[config.mk]
export PLATFORM = sky130hd
export DESIGN_NAME = ubc_user_break
export DESIGN_NICKNAME = d
export VERILOG_FILES = /design/src/ubc_pkg.sv /design/src/ubc_user_break.sv
export SDC_FILE = /design/constraint.sdc
export NUM_CORES = 1
export LEC_CHECK = 0
export BUFFER_PORTS_ARGS = -buffer_cell sky130_fd_sc_hd__buf_2
export CAP_MARGIN = 30
export CORE_UTILIZATION = 60
export DETAILED_ROUTE_END_ITERATION = 6
export PLACE_DENSITY = 0.8
export SETUP_SLACK_MARGIN = 0.1
export SYNTH_ARGS = -nofsm -noshare
export SYNTH_HDL_FRONTEND = slang
export SYNTH_SLANG_ARGS = --single-unit
[constraint.sdc]
create_clock -name sys_clk -period 17.9 [get_ports sys_clk]
set_input_delay 2.685 -clock sys_clk [delete_from_list [all_inputs] [get_ports sys_clk]]
set_output_delay 2.685 -clock sys_clk [all_outputs]
set_load 0.02 [all_outputs]
[src/ubc_pkg.sv]
// shared constants and types for the user break and pc trace unit
`default_nettype none
package ubc_pkg;
  // ------------------------------------------------------------
  // register byte offsets
  // ------------------------------------------------------------
  localparam logic [7:0] OFF_ADDR_A = 8'h00;
  localparam logic [7:0] OFF_MASK_A = 8'h04;
  localparam logic [7:0] OFF_BBR_A  = 8'h08;
  localparam logic [7:0] OFF_ASID_A = 8'h0C;
  localparam logic [7:0] OFF_ADDR_B = 8'h10;
  localparam logic [7:0] OFF_MASK_B = 8'h14;
  localparam logic [7:0] OFF_BBR_B  = 8'h18;
  localparam logic [7:0] OFF_ASID_B = 8'h1C;
  localparam logic [7:0] OFF_DATA_B = 8'h20;
  localparam logic [7:0] OFF_DMSK_B = 8'h24;
  localparam logic [7:0] OFF_CTRL   = 8'h28;
  localparam logic [7:0] OFF_COUNT  = 8'h2C;
  localparam logic [7:0] OFF_SRC_TR = 8'h30;
  localparam logic [7:0] OFF_DST_TR = 8'h34;
  // ------------------------------------------------------------
  // control register fields
  // ------------------------------------------------------------
  localparam int CTL_ASID_OFF_A = 21;
  localparam int CTL_ASID_OFF_B = 20;
  localparam int CTL_FLAG_CA    = 15;
  localparam int CTL_FLAG_CB    = 14;
  localparam int CTL_FLAG_DA    = 13;
  localparam int CTL_FLAG_DB    = 12;
  localparam int CTL_TRACE_EN   = 11;
  localparam int CTL_PCB_A      = 10;
  localparam int CTL_DATA_EN_B  = 7;
  localparam int CTL_PCB_B      = 6;
  localparam int CTL_SEQ        = 3;
  localparam int CTL_COUNT_EN   = 0;
  localparam logic [31:0] CTL_FLAG_MASK = 32'h0000F000;
  localparam logic [31:0] CTL_RESET     = 32'h00000000;
  // ------------------------------------------------------------
  // sizes, pointers, counts
  // ------------------------------------------------------------
  localparam logic [1:0]  SZ_NONE    = 2'h0;
  localparam logic [1:0]  SZ_BYTE    = 2'h1;
  localparam logic [1:0]  SZ_WORD    = 2'h2;
  localparam logic [1:0]  SZ_LONG    = 2'h3;
  localparam logic [1:0]  GRP_OFF    = 2'h0;
  localparam logic [2:0]  PTR_TOP    = 3'h7;
  localparam logic [2:0]  PTR_BOTTOM = 3'h0;
  localparam logic [2:0]  PTR_STEP   = 3'h1;
  localparam int          TRACE_DEPTH = 8;
  localparam logic [15:0] COUNT_ONE  = 16'h0001;
  localparam logic [31:0] HALF_MASK  = 32'h0000FFFF;
  // ------------------------------------------------------------
  // carriers
  // ------------------------------------------------------------
  typedef struct packed {
    logic [1:0] cpuDma; logic [1:0] fetchData;
    logic [1:0] readWrite; logic [1:0] size;
  } ubc_bbr_type;
  typedef struct packed {
    logic valid; logic isDma; logic isWrite; logic [1:0] size;
    logic [31:0] addr; logic [31:0] data; logic [7:0] asid;
  } ubc_bus_type;
  typedef struct packed {
    logic valid; logic accept; logic [31:0] addr; logic [7:0] asid;
  } ubc_exec_type;
  typedef struct packed {
    logic valid; logic [2:0] buffer_pointer; logic [27:0] src; logic [27:0] dst;
  } ubc_branch_type;
  typedef struct packed {
    logic valid; logic [2:0] buffer_pointer; logic [27:0] stored_source_address;
  } ubc_src_type;
  typedef struct packed {
    logic destination_valid_flag; logic [2:0] rsv; logic [27:0] bda;
  } ubc_dst_type;
  typedef enum logic [1:0] {
    BRK_NONE, BRK_PRE, BRK_POST, BRK_DATA
  } ubc_brk_type;
endpackage
`default_nettype wire

[src/ubc_user_break.sv]
// two-channel user break unit with eight-pair pc trace queue
`default_nettype none
module ubc_user_break
  import ubc_pkg::*;
(
  // clock and reset
  input  wire logic           sys_clk,
  input  wire logic           rst_n,
  // register port
  input  wire logic [7:0]     regAddr,
  input  wire logic [31:0]    regWdata,
  input  wire logic           regWr,
  input  wire logic           regRd,
  output logic      [31:0]    regRdata,
  // monitored bus and instruction stream
  input  wire ubc_bus_type    busCyc,
  input  wire ubc_exec_type   execInfo,
  input  wire ubc_branch_type branchInfo,
  input  wire logic           branchDone,
  // break request to interrupt controller and cpu
  output logic                brkReq,
  output ubc_brk_type         brkType,
  output logic      [31:0]    brkPc
);
  // ------------------------------------------------------------
  // helpers
  // ------------------------------------------------------------
  function automatic logic addrHit(input logic [31:0] a,
      input logic [31:0] bar, input logic [31:0] mask,
      input logic [1:0] sz);
    logic [31:0] care;
    care = ~mask;
    if (sz == SZ_LONG) care[1:0] = 2'h0;
    else if (sz == SZ_WORD) care[0] = 1'b0;
    return ((a ^ bar) & care) == 32'h00000000;
  endfunction

  function automatic logic cycleHit(input ubc_bbr_type c,
      input logic dma, input logic write, input logic [1:0] sz);
    // a 00 group (other than size, where 00 matches any size) never matches either side
    return (dma ? c.cpuDma[1] : c.cpuDma[0]) && c.fetchData[1]
        && (write ? c.readWrite[1] : c.readWrite[0])
        && (c.size == SZ_NONE || c.size == sz);
  endfunction

  function automatic logic fetchHit(input ubc_bbr_type c);
    return c.cpuDma[0] && c.fetchData[0] && c.readWrite[0]
        && c.size != SZ_BYTE;
  endfunction

  // ------------------------------------------------------------
  // state declarations
  // ------------------------------------------------------------
  ubc_bbr_type channel_a_bus_cycle_cond_q, channel_a_bus_cycle_cond_d, channel_b_bus_cycle_cond_q, channel_b_bus_cycle_cond_d;
  logic [31:0] ctl_q, ctl_d;
  logic [31:0] channel_a_break_address_q, channel_a_break_address_d, channel_a_address_mask_q, channel_a_address_mask_d;
  logic [31:0] channel_b_break_address_q, channel_b_break_address_d, channel_b_address_mask_q, channel_b_address_mask_d;
  logic [31:0] channel_b_break_data_q, channel_b_break_data_d, channel_b_data_mask_q, channel_b_data_mask_d;
  logic [7:0]  asidA_q, asidA_d, asidB_q, asidB_d;
  logic [15:0] execution_count_register_q, execution_count_register_d;
  logic        pendPre_q, pendPre_d, pendPost_q, pendPost_d;
  logic        pendData_q, pendData_d, seqArmed_q, seqArmed_d;
  logic        brkReq_q, brkReq_d;
  ubc_brk_type brkType_q, brkType_d;
  logic [31:0] brkPc_q, brkPc_d;
  ubc_src_type srcQ_q [TRACE_DEPTH];
  ubc_src_type srcQ_d [TRACE_DEPTH];
  ubc_dst_type dstQ_q [TRACE_DEPTH];
  ubc_dst_type dstQ_d [TRACE_DEPTH];
  logic [2:0]  rdPtr_q, rdPtr_d, trPtr_q, trPtr_d;
  logic        pcteOld_q, pcteOld_d;
  logic [31:0] regRdata_q, regRdata_d;

  // ------------------------------------------------------------
  // match evaluation
  // ------------------------------------------------------------
  logic asidOkA, asidOkB, dataOkB;
  logic datHitA, datHitB, fetHitA, fetHitB, hitA, hitB;
  logic seq, seqOk, cntOk, cntStep, aFire, bFire;
  logic preNow, postNow, dataNow, takeAt, fire;
  logic [31:0] dataCare, flagSet;

  assign seq = ctl_q[CTL_SEQ];
  assign asidOkA = ctl_q[CTL_ASID_OFF_A] || busCyc.asid == asidA_q;
  assign asidOkB = ctl_q[CTL_ASID_OFF_B] || busCyc.asid == asidB_q;
  // upper half only counts for longword data
  assign dataCare = ~channel_b_data_mask_q
      & (busCyc.size == SZ_LONG ? ~32'h00000000 : HALF_MASK);
  assign dataOkB = !ctl_q[CTL_DATA_EN_B] || (busCyc.size != SZ_NONE
      && ((busCyc.data ^ channel_b_break_data_q) & dataCare) == 32'h00000000);
  assign datHitA = busCyc.valid && asidOkA
      && cycleHit(channel_a_bus_cycle_cond_q, busCyc.isDma, busCyc.isWrite, busCyc.size)
      && addrHit(busCyc.addr, channel_a_break_address_q, channel_a_address_mask_q, busCyc.size);
  assign datHitB = busCyc.valid && asidOkB && dataOkB
      && cycleHit(channel_b_bus_cycle_cond_q, busCyc.isDma, busCyc.isWrite, busCyc.size)
      && addrHit(busCyc.addr, channel_b_break_address_q, channel_b_address_mask_q, busCyc.size);
  // fetch side looks at executed instructions only, never raw fetches,
  // so overrun fetches and data comparison cannot take part
  assign fetHitA = execInfo.valid && fetchHit(channel_a_bus_cycle_cond_q)
      && (ctl_q[CTL_ASID_OFF_A] || execInfo.asid == asidA_q)
      && addrHit(execInfo.addr, channel_a_break_address_q, channel_a_address_mask_q, SZ_BYTE);
  assign fetHitB = execInfo.valid && fetchHit(channel_b_bus_cycle_cond_q)
      && (ctl_q[CTL_ASID_OFF_B] || execInfo.asid == asidB_q)
      && addrHit(execInfo.addr, channel_b_break_address_q, channel_b_address_mask_q, SZ_BYTE);
  assign hitA = datHitA || fetHitA;
  assign hitB = datHitB || fetHitB;
  // B in the same cycle as the arming A does not count
  assign seqOk = !seq || seqArmed_q;
  assign cntOk = !ctl_q[CTL_COUNT_EN] || execution_count_register_q <= COUNT_ONE;
  assign cntStep = ctl_q[CTL_COUNT_EN] && hitB && seqOk && !cntOk;
  assign aFire = hitA && !seq;
  assign bFire = hitB && seqOk && cntOk;
  assign preNow = (aFire && fetHitA && !ctl_q[CTL_PCB_A])
      || (bFire && fetHitB && !ctl_q[CTL_PCB_B]);
  assign postNow = (aFire && fetHitA && ctl_q[CTL_PCB_A])
      || (bFire && fetHitB && ctl_q[CTL_PCB_B]);
  assign dataNow = (aFire && datHitA) || (bFire && datHitB);
  assign takeAt = execInfo.valid && execInfo.accept;
  assign fire = takeAt && (pendPre_q || preNow || pendPost_q
      || pendData_q);

  always_comb begin
    flagSet = 32'h00000000;
    flagSet[CTL_FLAG_CA] = fetHitA || (datHitA && !busCyc.isDma);
    flagSet[CTL_FLAG_CB] = fetHitB || (datHitB && !busCyc.isDma);
    flagSet[CTL_FLAG_DA] = datHitA && busCyc.isDma;
    flagSet[CTL_FLAG_DB] = datHitB && busCyc.isDma;
  end

  // ------------------------------------------------------------
  // control: bus cycle conditions and control register
  // ------------------------------------------------------------
  always_comb begin
    channel_a_bus_cycle_cond_d = channel_a_bus_cycle_cond_q;
    channel_b_bus_cycle_cond_d = channel_b_bus_cycle_cond_q;
    ctl_d = ctl_q;
    if (regWr && regAddr == OFF_BBR_A) channel_a_bus_cycle_cond_d = regWdata[7:0];
    if (regWr && regAddr == OFF_BBR_B) channel_b_bus_cycle_cond_d = regWdata[7:0];
    // a written 1 keeps a flag, a written 0 clears it
    if (regWr && regAddr == OFF_CTRL) begin
      ctl_d = (regWdata & ~CTL_FLAG_MASK)
          | (regWdata & ctl_q & CTL_FLAG_MASK);
    end
    // hardware set wins over a same-cycle clear
    ctl_d = ctl_d | flagSet;
  end

  always_ff @(posedge sys_clk) begin
    if (!rst_n) begin
      channel_a_bus_cycle_cond_q <= '0;
      channel_b_bus_cycle_cond_q <= '0;
      ctl_q <= CTL_RESET;
    end else begin
      channel_a_bus_cycle_cond_q <= channel_a_bus_cycle_cond_d;
      channel_b_bus_cycle_cond_q <= channel_b_bus_cycle_cond_d;
      ctl_q <= ctl_d;
    end
  end

  // ------------------------------------------------------------
  // settings: addresses, masks, ids, data, count (no reset)
  // ------------------------------------------------------------
  always_comb begin
    channel_a_break_address_d = channel_a_break_address_q;
    channel_a_address_mask_d = channel_a_address_mask_q;
    channel_b_break_address_d = channel_b_break_address_q;
    channel_b_address_mask_d = channel_b_address_mask_q;
    channel_b_break_data_d = channel_b_break_data_q;
    channel_b_data_mask_d = channel_b_data_mask_q;
    asidA_d = asidA_q;
    asidB_d = asidB_q;
    execution_count_register_d = cntStep ? execution_count_register_q - COUNT_ONE : execution_count_register_q;
    if (regWr) begin
      case (regAddr)
        OFF_ADDR_A: channel_a_break_address_d = regWdata;
        OFF_MASK_A: channel_a_address_mask_d = regWdata;
        OFF_ASID_A: asidA_d = regWdata[7:0];
        OFF_ADDR_B: channel_b_break_address_d = regWdata;
        OFF_MASK_B: channel_b_address_mask_d = regWdata;
        OFF_ASID_B: asidB_d = regWdata[7:0];
        OFF_DATA_B: channel_b_break_data_d = regWdata;
        OFF_DMSK_B: channel_b_data_mask_d = regWdata;
        OFF_COUNT: execution_count_register_d = regWdata[15:0];
        default: channel_a_break_address_d = channel_a_break_address_q;
      endcase
    end
  end

  // these hold whatever software last wrote (the count also steps down on B matches), reset leaves them alone
  always_ff @(posedge sys_clk) begin
    channel_a_break_address_q <= channel_a_break_address_d;
    channel_a_address_mask_q <= channel_a_address_mask_d;
    channel_b_break_address_q <= channel_b_break_address_d;
    channel_b_address_mask_q <= channel_b_address_mask_d;
    channel_b_break_data_q <= channel_b_break_data_d;
    channel_b_data_mask_q <= channel_b_data_mask_d;
    asidA_q <= asidA_d;
    asidB_q <= asidB_d;
    execution_count_register_q <= execution_count_register_d;
  end

  // ------------------------------------------------------------
  // break scheduling
  // ------------------------------------------------------------
  always_comb begin
    seqArmed_d = seq && (hitA || (seqArmed_q && !hitB));
    // one request retires every pending cause at once
    pendPre_d = (pendPre_q || preNow) && !fire;
    pendPost_d = (pendPost_q && !fire) || (postNow && !preNow);
    pendData_d = (pendData_q || dataNow) && !fire;
    brkReq_d = fire;
    brkType_d = brkType_q;
    brkPc_d = brkPc_q;
    if (fire) begin
      brkPc_d = execInfo.addr;
      if (pendPre_q || preNow) brkType_d = BRK_PRE;
      else if (pendPost_q) brkType_d = BRK_POST;
      else brkType_d = BRK_DATA;
    end
  end

  always_ff @(posedge sys_clk) begin
    if (!rst_n) begin
      seqArmed_q <= 1'b0;
      pendPre_q <= 1'b0;
      pendPost_q <= 1'b0;
      pendData_q <= 1'b0;
      brkReq_q <= 1'b0;
      brkType_q <= BRK_NONE;
      brkPc_q <= 32'h00000000;
    end else begin
      seqArmed_q <= seqArmed_d;
      pendPre_q <= pendPre_d;
      pendPost_q <= pendPost_d;
      pendData_q <= pendData_d;
      brkReq_q <= brkReq_d;
      brkType_q <= brkType_d;
      brkPc_q <= brkPc_d;
    end
  end

  // ------------------------------------------------------------
  // pc trace queue
  // ------------------------------------------------------------
  logic trace_enable, restart, push, dstRead;
  assign trace_enable = ctl_q[CTL_TRACE_EN];
  assign restart = trace_enable && !pcteOld_q;
  assign push = trace_enable && branchInfo.valid;
  assign dstRead = regRd && regAddr == OFF_DST_TR;

  always_comb begin
    srcQ_d = srcQ_q;
    dstQ_d = dstQ_q;
    rdPtr_d = rdPtr_q;
    trPtr_d = trPtr_q;
    pcteOld_d = trace_enable;
    if (dstRead) begin
      srcQ_d[rdPtr_q].valid = 1'b0;
      dstQ_d[rdPtr_q].destination_valid_flag = 1'b0;
      if (rdPtr_q != PTR_BOTTOM) rdPtr_d = rdPtr_q - PTR_STEP;
    end
    if (restart) begin
      for (int i = 0; i < TRACE_DEPTH; i++) begin
        srcQ_d[i].valid = 1'b0;
        dstQ_d[i].destination_valid_flag = 1'b0;
      end
      trPtr_d = PTR_BOTTOM;
    end
    if (push) begin
      if (dstQ_d[rdPtr_d].destination_valid_flag && rdPtr_d != PTR_TOP) begin
        rdPtr_d = rdPtr_d + PTR_STEP;
      end
      for (int i = TRACE_DEPTH - 1; i > 0; i--) begin
        srcQ_d[i] = srcQ_d[i-1];
        dstQ_d[i] = dstQ_d[i-1];
      end
      srcQ_d[0] = {1'b1, branchInfo.buffer_pointer, branchInfo.src};
      dstQ_d[0] = {1'b1, 3'h0, branchInfo.dst};
      if (trPtr_d != PTR_TOP) trPtr_d = trPtr_d + PTR_STEP;
    end else if (branchDone && trPtr_d != PTR_BOTTOM) begin
      trPtr_d = trPtr_d - PTR_STEP;
    end
  end

  always_ff @(posedge sys_clk) begin
    if (!rst_n) begin
      for (int i = 0; i < TRACE_DEPTH; i++) begin
        srcQ_q[i].valid <= 1'b0;
        dstQ_q[i].destination_valid_flag <= 1'b0;
      end
      rdPtr_q <= PTR_BOTTOM;
      trPtr_q <= PTR_BOTTOM;
      pcteOld_q <= 1'b0;
    end else begin
      srcQ_q <= srcQ_d;
      dstQ_q <= dstQ_d;
      rdPtr_q <= rdPtr_d;
      trPtr_q <= trPtr_d;
      pcteOld_q <= pcteOld_d;
    end
  end

  // ------------------------------------------------------------
  // register read
  // ------------------------------------------------------------
  always_comb begin
    regRdata_d = 32'h00000000;
    if (regRd) begin
      case (regAddr)
        OFF_ADDR_A: regRdata_d = channel_a_break_address_q;
        OFF_MASK_A: regRdata_d = channel_a_address_mask_q;
        OFF_BBR_A: regRdata_d = {24'h000000, channel_a_bus_cycle_cond_q};
        OFF_ASID_A: regRdata_d = {24'h000000, asidA_q};
        OFF_ADDR_B: regRdata_d = channel_b_break_address_q;
        OFF_MASK_B: regRdata_d = channel_b_address_mask_q;
        OFF_BBR_B: regRdata_d = {24'h000000, channel_b_bus_cycle_cond_q};
        OFF_ASID_B: regRdata_d = {24'h000000, asidB_q};
        OFF_DATA_B: regRdata_d = channel_b_break_data_q;
        OFF_DMSK_B: regRdata_d = channel_b_data_mask_q;
        OFF_CTRL: regRdata_d = ctl_q;
        OFF_COUNT: regRdata_d = {16'h0000, execution_count_register_q};
        OFF_SRC_TR: regRdata_d = srcQ_q[rdPtr_q];
        OFF_DST_TR: regRdata_d = dstQ_q[rdPtr_q];
        default: regRdata_d = 32'h00000000;
      endcase
    end
  end

  always_ff @(posedge sys_clk) begin
    if (!rst_n) regRdata_q <= 32'h00000000;
    else regRdata_q <= regRdata_d;
  end

  assign regRdata = regRdata_q;
  assign brkReq = brkReq_q;
  assign brkType = brkType_q;
  assign brkPc = brkPc_q;

  logic offA, offB;
  assign offA = channel_a_bus_cycle_cond_q.cpuDma == GRP_OFF || channel_a_bus_cycle_cond_q.fetchData == GRP_OFF
      || channel_a_bus_cycle_cond_q.readWrite == GRP_OFF;
  assign offB = channel_b_bus_cycle_cond_q.cpuDma == GRP_OFF || channel_b_bus_cycle_cond_q.fetchData == GRP_OFF
      || channel_b_bus_cycle_cond_q.readWrite == GRP_OFF;
endmodule
`default_nettype wire

==> impl_metrics.py <==
metrics = {
    "power": {
        "p_leak_nw": 16.4,
        "pwr-share-comb": 0.032,
        "p_int_mw": 3.15,
        "peakVddDrop_mv": 0.0824,
        "power.density_mw_per_mm2": 94.1,
        "p_sw_uw": 859,
        "totalPowerFinal_mw": 4.01,
        "p_clk_frac": 0.447,
        "seq_power_share": 0.520,
        "switching_share": 0.214,
    },
    "synthesis": {
        "async_reset_ff_frac": 0,
        "ys.flop_type": "edfxtp_1",
        "synth_edf_count": 680,
        "syn_inst": 2768,
        "yosysTopAreaCell": "edfxtp_1",
        "ys_types": 64,
        "synth.cells.most_frequent": "edfxtp_1 (680), and3_1 (473), clkbuf_1 (183)",
        "synth.ff_latch_count": 835,
        "seq_area_frac_synth": 0.625,
        "syn_area_mm2": 0.0376,
        "synth.most_common_cell": "edfxtp_1",
        "syn_area_per_cell_um2": 13.6,
        "synthDominantCellAreaShare": 0.543,
        "synth_area_leaders": "edfxtp_1 (54%), dfxtp_1 (8.2%), and3_1 (7.9%)",
        "syn_nets": 2998,
        "ys_warn_count": 0,
    },
    "worst_setup_path": {
        "cp.required_ns": 18.21,
        "worstSetupPathType": "in -> reg",
        "r2r_start": "rdPtr_q[1]",
        "r2r_end": "rdPtr_q[0]",
        "crit_path_start_kind": "primary input",
        "rr_worst_depth": 12,
        "crit_path_end_kind": "flip-flop",
        "rrSetupSlack_ns": 13.30,
        "cp_max_fo": 206,
        "cp.arrival_ns": 7.03,
    },
    "drt": {
        "wl_per_cell_um": 29.3,
        "dr.pass1.iters": 6,
        "vias_per_cell": 6.74,
        "drt_first_iter_violations": 3556,
        "ant_nets": 0,
        "post-route-drc-count": 0,
        "wl_um": 114000,
        "vias": 26207,
    },
    "global_route": {
        "antenna_found_initial": 7,
        "grt_pass1_wl_um": 165000,
        "overflow": 0,
        "grt_pass1_vias": 25023,
        "grt_max_degree": 337,
        "grt_use_total": 0.354,
    },
    "clock_network": {
        "cts_tree": "done",
        "htreeDepth": 3,
        "cts_buffer_depth": 3,
        "clkSinkCount": 835,
        "cts_made_buffers": 86,
        "clk_pin_slew_worst_paths_ns": 0.06,
        "clockRootBuffer": "clkbuf_16",
        "ctsResizeCount": 0,
        "postCtsHoldBufs": 0,
        "clk-insertion-delay-late_ns": 0.66,
        "post-cts-setup-buffer-count": 0,
    },
    "worst_hold_path": {
        "holdPathEnd": "ctl_q[9]",
        "min_path_type": "reg -> reg",
        "hold_depth": 2,
        "hp-start": "ctl_q[9]",
    },
    "timing": {
        "worstMarginPinSlew_ns": 1.15,
        "whs_ns": 0.455,
        "maxSlewViolCount": 0,
        "setup_viol": 0,
        "hold_viol": 0,
        "rsz0062_at_grt": "no",
        "finalCritPeriodShare": 0.375,
        "tns_ns": 0,
        "finalCriticalPeriod_ns": 6.72,
        "clock_skew_ns": 0.0352,
        "max_freq_mhz": 149,
        "max-slew-margin-rel": 0.229,
    },
    "floorplan": {
        "die_y_um": 252,
        "io_pins": 291,
        "start_util": 0.609,
        "dieArea_mm2": 0.0637,
        "row_count": 91,
        "core-area_mm2": 0.0618,
        "die_w_um": 252,
    },
    "placed_design": {
        "place.gp.congestion": 1.03,
        "dpl.hpwl_um": 76600,
        "io_buffer_count": 289,
    },
    "outcome": {
        "status": "finished, final reports clean",
    },
    "layout": {
        "nNetsFinal": 3206,
        "drive_above_1_share": 0.202,
        "syn_to_final_growth_pct": 13.3,
        "nFillCells": 4206,
    },
    "run": {
        "cap_viol_max_count": 0,
    },
}
## layout make-up
| class | instances | area (um^2) | share of cell area |
|---|---|---|---|
| Sequential cell | 835 | 23500 | 0.552 |
| Clock buffer | 106 | 2280 | 0.0534 |
| Tap cell | 837 | 1050 | 0.0246 |
| Clock inverter | 54 | 537 | 0.0126 |
| Antenna cell | 4 | 10.0 | 0.000235 |
| Timing Repair Buffer | 331 | 1930 | 0.0452 |
| Multi-Input combinational cell | 1707 | 13200 | 0.310 |
| Inverter | 15 | 65.1 | 0.00153 |
## per-layer routing
layer | vias up | share of wire | track usage
met5 | - | 0.00032 | 0
met4 | 6 | 0.048 | 0.152
met3 | 275 | 0.099 | 0.0634
met2 | 1629 | 0.48 | 0.571
met1 | 13029 | 0.37 | 0.474
li1 | 11268 | - | -
## how the worst max path moves through the flow
stage                        start          end  slack, ns
floorplan           branchInfo[59]    dstQ_q[0]       4.73
finish              branchInfo[59]  dstQ_q[228]      11.18
detailed placement  branchInfo[59]   dstQ_q[76]       9.99
global placement    branchInfo[59]  dstQ_q[172]      10.14
CTS                 branchInfo[59]  dstQ_q[227]      10.65
global route        branchInfo[59]  dstQ_q[227]      10.81
## state kept, by name, summed over array words and instances, names as in the netlist, 16 cells and up
signal	cells
channel_a_break_address_q	32
ctl_q	32
srcQ_q	256
channel_b_break_data_q	32
brkPc	32
channel_b_break_address_q	32
channel_a_address_mask_q	32
channel_b_data_mask_q	32
regRdata	32
dstQ_q	232
channel_b_address_mask_q	32
execution_count_register_q	16
## power by group through the flow
stage / combinational [mW] / sequential (mW) / clock, mW
5_1_grt: 0.136 / 2.09 / 1.88
3_3_place_gp: 0.122 / 2.13 / 0
4_1_cts: 0.125 / 2.09 / 1.81
6_report: 0.129 / 2.09 / 1.80
3_5_place_dp: 0.125 / 2.13 / 0
2_1_floorplan: 0.0566 / 2.13 / 0
## cell families after synthesis
family / count (synthesis) / synth area share
xor gates and xnor gates: 194 / 0.0452
adders and majority gates: 6 / 0.00200
muxes: 210 / 0.0965
DFF: 835 / 0.625
AOI/OAI and AO/OA: 405 / 0.0755
buffers and inverters: 226 / 0.0239
and+or+nand+nor: 892 / 0.132
## worst max-delay path, stage by stage
cell and delay (ns):
buf_8 0.57, nand2_1 0.58, inv_8 0.29, buf_16 0.52
buf_4 0.26, buf_16 0.34, buf_4 0.64, buf_4 0.66
buf_12 0.34
## per-stage QoR
stage | cell area [um^2] | instances | util | worst slack [ns]
2_1_floorplan | 37600 | 2768 | - | 4.73
3_3_place_gp | 39600 | 3717 | 0.641 | 10.14
3_5_place_dp | 39700 | 3720 | 0.642 | 9.99
4_1_cts | 42500 | 3880 | 0.687 | 10.65
5_1_grt | 42600 | 3885 | 0.689 | 10.81
6_report | 42600 | 3889 | 0.690 | 11.18
## placed cells by master, fill, tap and decap left out, drive strengths merged, types with 32 or more instances in the layout
cell type / instances
xnor2: 162
buf: 331
a221oi: 44
o22ai: 79
o21ai: 32
and3: 473
edfxtp: 680
a31oi: 44
a22o: 44
dfxtp: 155
clkbuf: 106
clkinv: 41
mux4: 122
a21oi: 68
xor2: 32
nand3: 45
nor2: 108
nand2: 137
mux2i: 86
Power figures use the tool's default switching activity.
